$ cat config.mk
export PLATFORM = sky130hd
export DESIGN_NAME = wel_wake_enable
export DESIGN_NICKNAME = d
export VERILOG_FILES = /design/src/rtl/wel_pkg.sv /design/src/rtl/wel_wake_enable.sv /design/src/rtl/wel_sync.sv
export SDC_FILE = /design/constraint.sdc
export NUM_CORES = 1
export LEC_CHECK = 0
export BUFFER_PORTS_ARGS = -buffer_cell sky130_fd_sc_hd__buf_4
export CORE_UTILIZATION = 45
export CTS_BUF_LIST = sky130_fd_sc_hd__clkbuf_2 sky130_fd_sc_hd__clkbuf_4 sky130_fd_sc_hd__clkbuf_8
export CTS_CLUSTER_DIAMETER = 200
export DETAILED_ROUTE_END_ITERATION = 6
export PLACE_DENSITY = 0.69
export SLEW_MARGIN = 0
export SYNTH_ARGS = -nofsm -noshare
export SYNTH_HDL_FRONTEND = slang
export SYNTH_SLANG_ARGS = --single-unit
$ cat constraint.sdc
create_clock -name CORE_CLK -period 5.3 [get_ports CORE_CLK]
set_input_delay 0.265 -clock CORE_CLK [delete_from_list [all_inputs] [get_ports CORE_CLK]]
set_output_delay 0.265 -clock CORE_CLK [all_outputs]
set_load 0.02 [all_outputs]
$ cat src/rtl/wel_pkg.sv
// Package of register indices, field positions and reset values.
package wel_pkg;

    // ==================================================================
    // Register indices; the byte address on the bus is four times these.
    localparam logic [5:0] IDX_GPIO_WAKE_EN  = 6'h0e;
    localparam logic [5:0] IDX_INT_WAKE_EN   = 6'h0f;
    localparam logic [5:0] IDX_SMI_STATUS    = 6'h10;
    localparam logic [5:0] IDX_WAKE_CTRL     = 6'h20;
    localparam logic [5:0] IDX_GPIO_WAKE_STS = 6'h21;
    localparam logic [5:0] IDX_IRQ_STATUS    = 6'h22;
    localparam logic [5:0] IDX_IRQ_MASK      = 6'h23;
    localparam logic [5:0] IDX_WAKE_STATE    = 6'h24;

    // ==================================================================
    // Widths.
    localparam int REG_W   = 8;
    localparam int IRQ_W   = 4;
    localparam int SYNC_W  = 27;

    // ==================================================================
    // Field positions.
    localparam int CTRL_GLOBAL_EN_BIT = 0;
    localparam int EV_GPIO_WAKE_BIT   = 0;
    localparam int EV_WAKE_OUT_BIT    = 1;
    localparam int EV_STATUS_BUS_BIT  = 2;
    localparam int EV_SMI_CHANGE_BIT  = 3;
    localparam int SYNC_GPIO_LSB      = 0;
    localparam int SYNC_IRQ_LSB       = 8;
    localparam int SYNC_SMI_LSB       = 16;
    localparam int SYNC_MAIN_POR_BIT  = 24;
    localparam int SYNC_SOFT_RST_BIT  = 25;
    localparam int SYNC_PCI_RST_BIT   = 26;

    // ==================================================================
    // Values after reset.
    localparam logic [7:0]  RST_GPIO_WAKE_EN = 8'h00;
    localparam logic [7:0]  RST_INT_WAKE_EN  = 8'h00;
    localparam logic [7:0]  RST_GPIO_STS     = 8'h00;
    localparam logic [3:0]  RST_IRQ_STATUS   = 4'h0;
    localparam logic [3:0]  RST_IRQ_MASK     = 4'h0;
    localparam logic        RST_GLOBAL_EN    = 1'h0;
    localparam logic [26:0] RST_SYNC         = 27'h0000000;
    localparam logic [7:0]  RST_PREV         = 8'h00;
    localparam logic [7:0]  RST_RDATA        = 8'h00;
    localparam logic [7:0]  RST_STATUS_BUS   = 8'h00;
    localparam logic        RST_ACK          = 1'h0;
    localparam logic        RST_WAKE_N       = 1'h1;
    localparam logic        RST_IRQ          = 1'h0;

endpackage

$ cat src/rtl/wel_wake_enable.sv
// Wake source enable logic with a classic Wishbone register slave.
`timescale 1ns/100ps

// Operation
// Gpio wake enable register, cleared by standby reset.
// Bits 0..7 gate gpio lines 50..57.
// Wake output low when status, enable, global set.
// Disabled source still recorded, never drives wake.
// Enables survive main, soft and PCI resets.
// Interrupt wake enable register, cleared by standby reset.
// Bits 0..7 are parallel/serial2/serial1/floppy/mouse/kbd/wdt/smbus.
// Status bus set for enabled raised source.
// Status bus never set for disabled source.
// Offset 10 reads current management interrupt inputs.
// Enable reads return last write or zero.

module wel_wake_enable (
    input  wire logic        CORE_CLK,
    input  wire logic        RST,
    input  wire logic        WB_CYC_I,
    input  wire logic        WB_STB_I,
    input  wire logic        WB_WE_I,
    input  wire logic [7:0]  WB_ADR_I,
    input  wire logic [3:0]  WB_SEL_I,
    input  wire logic [31:0] WB_DAT_I,
    output logic      [31:0] WB_DAT_O,
    output logic             WB_ACK_O,
    input  wire logic [7:0]  GPIO_WAKE_IN,
    input  wire logic [7:0]  IRQ_SRC_IN,
    input  wire logic [7:0]  SMI_IN,
    input  wire logic        MAIN_POR,
    input  wire logic        SOFT_RST,
    input  wire logic        PCI_RST,
    output logic             WAKE_EVENT_OUT_N,
    output logic      [7:0]  WAKE_STATUS_BUS,
    output logic             IRQ
);

    // ==================================================================
    // State
    typedef struct packed {
        logic [7:0] gpio_wake_enable_bank_e;
        logic [7:0] interrupt_wake_enable;
        logic       global_wake_enable;
        logic [7:0] gpio_sts;
        logic [7:0] gpio_prev;
        logic [7:0] smi_prev;
        logic [3:0] irq_sts;
        logic [3:0] irq_mask;
        logic       ack;
        logic [7:0] rdata;
        logic       wake_n;
        logic [7:0] status_bus;
        logic       irq;
    } wel_state_s;

    wel_state_s q;
    wel_state_s d;

    // ==================================================================
    // Input synchronisers
    logic [26:0] raw_in;
    logic [26:0] sync_in;
    logic [7:0]  gpio_s;
    logic [7:0]  irq_s;
    logic [7:0]  smi_s;
    logic        main_rst_s;

    assign raw_in = {PCI_RST, SOFT_RST, MAIN_POR,
                     SMI_IN, IRQ_SRC_IN, GPIO_WAKE_IN};

    wel_sync #(
        .W (wel_pkg::SYNC_W)
    ) u_sync (
        .clk  (CORE_CLK),
        .rst  (RST),
        .din  (raw_in),
        .dout (sync_in)
    );

    assign gpio_s = sync_in[wel_pkg::SYNC_GPIO_LSB +: 8];
    assign irq_s  = sync_in[wel_pkg::SYNC_IRQ_LSB +: 8];
    assign smi_s  = sync_in[wel_pkg::SYNC_SMI_LSB +: 8];

    // Any of the main-power resets; none of them reaches the enables.
    assign main_rst_s = sync_in[wel_pkg::SYNC_MAIN_POR_BIT]
                      | sync_in[wel_pkg::SYNC_SOFT_RST_BIT]
                      | sync_in[wel_pkg::SYNC_PCI_RST_BIT];

    // ==================================================================
    // Bus decode
    logic       req;
    logic       wr;
    logic       rd;
    logic [5:0] idx;
    logic [7:0] wdata;

    assign idx   = WB_ADR_I[7:2];
    assign wdata = WB_DAT_I[7:0];
    // The ack flop blocks a second action on the same held request.
    assign req   = WB_CYC_I & WB_STB_I & ~q.ack;
    assign wr    = req & WB_WE_I & WB_SEL_I[0];
    assign rd    = req & ~WB_WE_I;

    // ==================================================================
    // Next state
    logic [7:0] gpio_rise;
    logic [7:0] gpio_clr;
    logic [3:0] irq_clr;
    logic [3:0] events;
    logic [7:0] rd_mux;

    always_comb begin
        d = q;

        // Bus handshake: one ack per request, dropped next cycle.
        d.ack = req;

        // Register writes.
        gpio_clr = 8'h00;
        irq_clr  = 4'h0;
        if (wr) begin
            case (idx)
                wel_pkg::IDX_GPIO_WAKE_EN: begin
                    d.gpio_wake_enable_bank_e = wdata;
                end
                wel_pkg::IDX_INT_WAKE_EN: begin
                    d.interrupt_wake_enable = wdata;
                end
                wel_pkg::IDX_WAKE_CTRL: begin
                    d.global_wake_enable =
                        wdata[wel_pkg::CTRL_GLOBAL_EN_BIT];
                end
                wel_pkg::IDX_GPIO_WAKE_STS: begin
                    gpio_clr = wdata;
                end
                wel_pkg::IDX_IRQ_STATUS: begin
                    irq_clr = wdata[3:0];
                end
                wel_pkg::IDX_IRQ_MASK: begin
                    d.irq_mask = wdata[3:0];
                end
                default: begin
                    d.irq_mask = q.irq_mask;
                end
            endcase
        end

        // Gpio wake status records edges whatever the enable holds.
        gpio_rise   = gpio_s & ~q.gpio_prev;
        d.gpio_prev = gpio_s;
        // A new edge wins over a write-one-to-clear in the same cycle.
        d.gpio_sts  = (q.gpio_sts & ~gpio_clr) | gpio_rise;

        // Bit n of the enable gates gpio line 50+n onto the wake output.
        d.wake_n = ~(q.global_wake_enable
                     & (|(q.gpio_sts & q.gpio_wake_enable_bank_e)));

        // Each bit follows its source only while enabled.
        d.status_bus = irq_s & q.interrupt_wake_enable;

        // Events for the local interrupt.
        d.smi_prev = smi_s;
        events = 4'h0;
        events[wel_pkg::EV_GPIO_WAKE_BIT]  = |gpio_rise;
        events[wel_pkg::EV_WAKE_OUT_BIT]   = q.wake_n & ~d.wake_n;
        events[wel_pkg::EV_STATUS_BUS_BIT] =
            |(d.status_bus & ~q.status_bus);
        events[wel_pkg::EV_SMI_CHANGE_BIT] = smi_s != q.smi_prev;

        // Main resets clear only the local interrupt state.
        if (main_rst_s) begin
            d.irq_sts  = wel_pkg::RST_IRQ_STATUS;
            d.irq_mask = wel_pkg::RST_IRQ_MASK;
        end else begin
            d.irq_sts = (q.irq_sts & ~irq_clr) | events;
        end
        d.irq = |(d.irq_sts & d.irq_mask);

        // Read data, registered so it stands with the ack.
        rd_mux = 8'h00;
        case (idx)
            wel_pkg::IDX_GPIO_WAKE_EN: begin
                rd_mux = q.gpio_wake_enable_bank_e;
            end
            wel_pkg::IDX_INT_WAKE_EN: begin
                rd_mux = q.interrupt_wake_enable;
            end
            wel_pkg::IDX_SMI_STATUS: begin
                rd_mux = smi_s;
            end
            wel_pkg::IDX_WAKE_CTRL: begin
                rd_mux[wel_pkg::CTRL_GLOBAL_EN_BIT] =
                    q.global_wake_enable;
            end
            wel_pkg::IDX_GPIO_WAKE_STS: begin
                rd_mux = q.gpio_sts;
            end
            wel_pkg::IDX_IRQ_STATUS: begin
                rd_mux[3:0] = q.irq_sts;
            end
            wel_pkg::IDX_IRQ_MASK: begin
                rd_mux[3:0] = q.irq_mask;
            end
            wel_pkg::IDX_WAKE_STATE: begin
                rd_mux = q.status_bus;
            end
            default: begin
                rd_mux = 8'h00;
            end
        endcase
        if (rd) begin
            d.rdata = rd_mux;
        end
    end

    // ==================================================================
    // Registers
    // RST is the standby-power reset; it alone clears the enables.
    always_ff @(posedge CORE_CLK or posedge RST) begin
        if (RST) begin
            q.gpio_wake_enable_bank_e <= wel_pkg::RST_GPIO_WAKE_EN;
            q.interrupt_wake_enable   <= wel_pkg::RST_INT_WAKE_EN;
            q.global_wake_enable      <= wel_pkg::RST_GLOBAL_EN;
            q.gpio_sts                <= wel_pkg::RST_GPIO_STS;
            q.gpio_prev               <= wel_pkg::RST_PREV;
            q.smi_prev                <= wel_pkg::RST_PREV;
            q.irq_sts                 <= wel_pkg::RST_IRQ_STATUS;
            q.irq_mask                <= wel_pkg::RST_IRQ_MASK;
            q.ack                     <= wel_pkg::RST_ACK;
            q.rdata                   <= wel_pkg::RST_RDATA;
            q.wake_n                  <= wel_pkg::RST_WAKE_N;
            q.status_bus              <= wel_pkg::RST_STATUS_BUS;
            q.irq                     <= wel_pkg::RST_IRQ;
        end else begin
            q <= d;
        end
    end

    // ==================================================================
    // Outputs
    assign WB_ACK_O         = q.ack;
    assign WB_DAT_O         = {24'h000000, q.rdata};
    assign WAKE_EVENT_OUT_N = q.wake_n;
    assign WAKE_STATUS_BUS  = q.status_bus;
    assign IRQ              = q.irq;

endmodule

$ cat src/rtl/wel_sync.sv
// Two-flop synchroniser for a group of asynchronous levels.
`timescale 1ns/100ps

module wel_sync #(
    parameter int W = 1
) (
    input  wire logic         clk,
    input  wire logic         rst,
    input  wire logic [W-1:0] din,
    output logic      [W-1:0] dout
);

    // ==================================================================
    // State
    typedef struct packed {
        logic [W-1:0] meta;
        logic [W-1:0] stable;
    } wel_sync_s;

    wel_sync_s q;
    wel_sync_s d;

    // The first stage feeds only the second stage.
    always_comb begin
        d        = q;
        d.meta   = din;
        d.stable = q.meta;
    end

    always_ff @(posedge clk or posedge rst) begin
        if (rst) begin
            q <= '0;
        end else begin
            q <= d;
        end
    end

    assign dout = q.stable;

endmodule

## Word level (Yosys, flattened, before mapping)

Index checks and enable logic that the tools add are counted.

| storage, ports and cells | value |
|---|---|
| flip-flop bits (word level) | 122 |
| output and inout port bits | 43 |
| logic and storage cells | 67 |
| input port bits | 76 |

| operators by class | value |
|---|---|
| reduce and logical (&&, ||, !) cells | 7 |
| multiplexer cells | 11 |
| equality and inequality tests | 9 |
| bitwise operators | 25 |

Operators with widths:

| cell | count |
|---|---|
| 8-bit bitwise AND | 5 |
| 6-bit equality test, second input constant | 5 |
| 4-bit two-way mux | 6 |
| 8-bit NOT | 3 |
| 8-bit OR reduction | 3 |
| 3-bit one-hot mux with 7 select lines | 1 |
| 4-bit one-hot mux with 5 select lines | 1 |
| 8-bit two-way mux | 2 |
| 6-bit by 4-bit equality test with 1-bit output, second input constant | 2 |
| 4-bit bitwise AND | 2 |
| 8-bit != test | 1 |
| 8-bit OR | 1 |
| 1-bit one-hot mux with 8 select lines | 1 |
| 1-bit bitwise AND | 7 |
| 6-bit by 5-bit equality test with 1-bit output, second input constant | 1 |
| 2-bit AND reduction | 3 |
| 4-bit NOT | 1 |
| 4-bit OR | 1 |
| 4-bit OR reduction | 1 |
| 1-bit NOT | 3 |
| 1-bit OR | 2 |

## Longest topological paths before layout

| logic depth | value |
|---|---|
| word-level depth | 11 |
| mapped depth | 7 |
| mapped depth without buffers | 5 |

## Modules after synthesis

From an unflattened synthesis, not the netlist that was laid out.

| second synthesis, totals | value |
|---|---|
| cells, all modules | 355 |
| area total of the unflattened synthesis | 4673.2 um2 |

By module, submodules not included:

| module | seq. area each (um2) | area an instance (um2) | times used | cells each |
|---|---|---|---|---|
| wel_wake_enable | 1702.9 | 3318.2 | 1 | 300 |
| wel_sync | 1351.3 | 1355.0 | 1 | 55 |

## Least setup slack after synthesis

OpenSTA, ideal clock, no wires.

| timing | value |
|---|---|
| path type | input to register |
| start point | in WB_ADR_I[6] |
| end point | reg q (netlist bit IRQ) |
| required time | 5165 ps |
| setup slack | 3357 ps |
| path buffers | 1 |
| arrival | 1807 ps |
| stages on the path | 6 |
| setup time | 135 ps |
| cells stage by stage | or4b_4 buf_6 nor3b_4 nand3_2 a2111oi_4 o221ai_2 |

RTL lines:

| element | RTL line | source |
|---|---|---|
| start: declaration | wel_wake_enable.sv:23 | `input wire logic [7:0] WB_ADR_I,` |
| end: declaration | wel_wake_enable.sv:57 | `wel_state_s q;` |

## Final worst setup path

| timing | value |
|---|---|
| start point | reg q (netlist bit WB_ACK_O) |
| end point | reg q (netlist bit WB_DAT_O[1]) |

| on the way | value |
|---|---|
| cells in the longest elaborated chain, start to end | 3 |

RTL lines:

| element | RTL line | source |
|---|---|---|
| 1-bit NOT | wel_wake_enable.sv:101 | `assign req = WB_CYC_I & WB_STB_I & ~q.ack;` |
| 1-bit bitwise AND | wel_wake_enable.sv:101 |  |
| 1-bit bitwise AND | wel_wake_enable.sv:103 | `assign rd = req & ~WB_WE_I;` |

No other way between the ends.
A chain may end at the register's enable or synchronous reset.

==> flow_summary.toml <==
[detailed_routing]
wl_per_cell_um = 16.43
drtPass1Iterations = 5
viasPerCell = 5.084
drt-total-wl_mm = 9.384
antenna_left = 0
route.detailed.drc = 0
vias = 2903
drt_iter0_markers = 238

[synth]
syn_area_sq_um = 4696
synth_ff_type = "dfrtp_1"
synth_area_leaders = "dfrtp_1, buf_4, mux2_2"
synth_edf_count = 0
synth_cell_type_count = 48
synth_seq_area_share_pct = 65.04
async_reset_ff_share_pct = 100.0
synth.top_cell.area_share_pct = 64.48
avgSynthCellArea_sq_um = 13.77
synth_cells = 341
synth-seq-cells = 122
yosysMostFrequentCell = "dfrtp_1"
yosys_warnings = 0
synth_top_area_cell = "dfrtp_1"
synth_commonest_cells = "dfrtp_1, buf_4, nand2_1"

[floorplan]
die_area_sq_um = 10850
die_w_um = 104.2
start_util_pct = 47.17
num_rows = 36
die_h_um = 104.2
io_pins = 119
placeableCoreArea_sq_um = 9955

[setup_path]
critPathMaxStageDelay_ns = 0.99
cp_max_fo = 15
start_kind = "flop"
reg2reg_slack_ns = 2.97
critPathKind = "flop to flop"
slowest_stage = "nor2_1"
worstPathArrival_ns = 2.63
crit_chain = "nand3b_1, nor2_1, nand4_1, o21a_1"
crit_required_ns = 5.60
cp-end-kind = "flop"

[pwr]
p_per_area_nw_per_um2 = 337.8
peakVddDrop_v = 0.0001689
total_leakage_power_nw = 2.644

[cts]
cts_resized = 0
clkTransAtPathRegs_ns = 0.07
cts_tree = "done"
numCtsBuffers = 17
clockBufferDepth = 2
htreeDepth = 4
clk_latency_ns = 0.41
cts_sinks = 122
cts_root_buffer = "clkbuf_8"

[finish]
area_growth_pct = 22.62
drive_above_1_share_pct = 29.45
diodes = 0
layout.nets = 503
final_core_util_pct = 57.84

[min_path]
worstHoldPathType = "input pin to asynchronous set/reset pin"

[run_status]
status = "finished clean"

[place]
portBuffers = 65
gp_congestion = 0.8263
dpl.hpwl_mm = 6.393

[timing]
slew_headroom_pct = 18.49
worst_pin_slew_ns = 1.218
hold_violations = 0
timing.fmax_mhz = 429.9
setup_tns_ns = 0
rsz0062_at_grt = "false"
drv_slew = 0
fin_crit_sh_pct = 43.89
finClkSkew_ns = 0.007626
min_period_ns = 2.326
setup_viol = 0

[run]
maxCapViolCount = 0

[global_routing]
grt_pass1_vias = 2950
overflow = 0
antenna_found_initial = 0
grt_pass1_wl_mm = 15.58
grt_max_degree = 74
track_usage_pct = 19.41
[cells by family (layout without fill, tap and decap cells)]
logic type      after synthesis  after routing  share of synthesized area (%)
xor+xnor                      8              8                          1.492
compound gates               52             52                          9.433
other cells                   1             24                        0.07986
flops                       122            122                          65.04
buf+inv                      60            134                          8.287
simple gates                 76             76                          10.50
mux                          22             22                          5.169
[through the flow]
stage	power (mW)	setup slack, ns	area, sq um	hold WS (ns)	instances
after floorplan	1.119	1.794	4782	0.2964	364
after global placement	1.154	2.965	5099	0.3321	514
after detailed placement	1.158	2.934	5099	0.3347	514
after CTS	1.971	2.972	5758	0.04172	571
after global routing	2.028	2.732	5758	0.07934	571
final	1.945	2.974	5758	0.02751	571
[registers in the layout, summed over array words and instances (netlist names)]
signal,flops
IRQ,1
WAKE_EVENT_OUT_N,1
WAKE_STATUS_BUS,8
WB_ACK_O,1
WB_DAT_O,8
q,49
u_sync.d,27
u_sync.dout,27
[what timing repair did]
item,4_1_cts,5_1_grt
endpoints found under the setup margin,0,0
setup buffers,0,0
hold endpoints to repair,27,0
hold buffers,27,0
[worst max-delay path: cells and delay by family, from the launching register on]
kind | cells | cell delay, ns
flops | 1 | 0.38
simple gates | 3 | 1.63
compound gates | 1 | 0.21
[layer usage]
metal | wire (um) | vias to the layer above | GRT usage (%)
met5 | 0 | - | 0
met4 | 88 | 0 | 6.735
met3 | 501 | 8 | 6.203
met2 | 4466 | 108 | 30.05
met1 | 4328 | 1463 | 25.83
li1 | - | 1324 | -
[where the power goes]
part           switching (mW)  internal, mW
registers              0.0210         0.974
logic                  0.0880        0.0722
clock network           0.346         0.444
[final timing paths]
path                              startpoint         endpoint  cells past startpoint
worst max-delay path                WB_ACK_O      WB_DAT_O[1]                      4
worst min-delay path                     RST     u_sync.d[19]                      2
worst max register to register      WB_ACK_O      WB_DAT_O[1]                      4
worst min register to register  u_sync.d[26]  u_sync.dout[26]                      0
max in group asynchronous                RST      WB_DAT_O[0]                      3
min in group CORE_CLK            WB_DAT_I[4]            q[64]                      2
[layout by cell type (no fill, tap or decap), types with 2 or more instances in the layout]
master,instances
nor3b_4,2
inv_1,10
nor4_1,4
dlygate4sd3_1,27
o21a_1,7
clkinv_2,2
clkbuf_8,19
nand4_1,4
buf_4,66
nor3_2,2
dfrtp_1,121
bufinv_16,2
clkinv_4,3
mux2_2,18
o41ai_1,2
a21o_1,8
nor2_1,5
nor2b_1,10
conb_1,24
clkinvlp_4,2
a31oi_1,3
nand3_1,7
nand2_1,21
and2_1,5
nand3b_1,3
o22ai_1,3
mux2i_1,4
a222oi_1,9
xor2_1,8
a22oi_1,14
[final cells by class]
class,count,area (sq um)
fill,833,4197
sequential,122,3054
multi-input combinational,182,1339
timing repair buffer,93,765.7
clock buffer,20,269.0
tap,133,166.4
clock inverter,10,120.1
inverter,11,43.79
(Power assumes the default switching activity.)
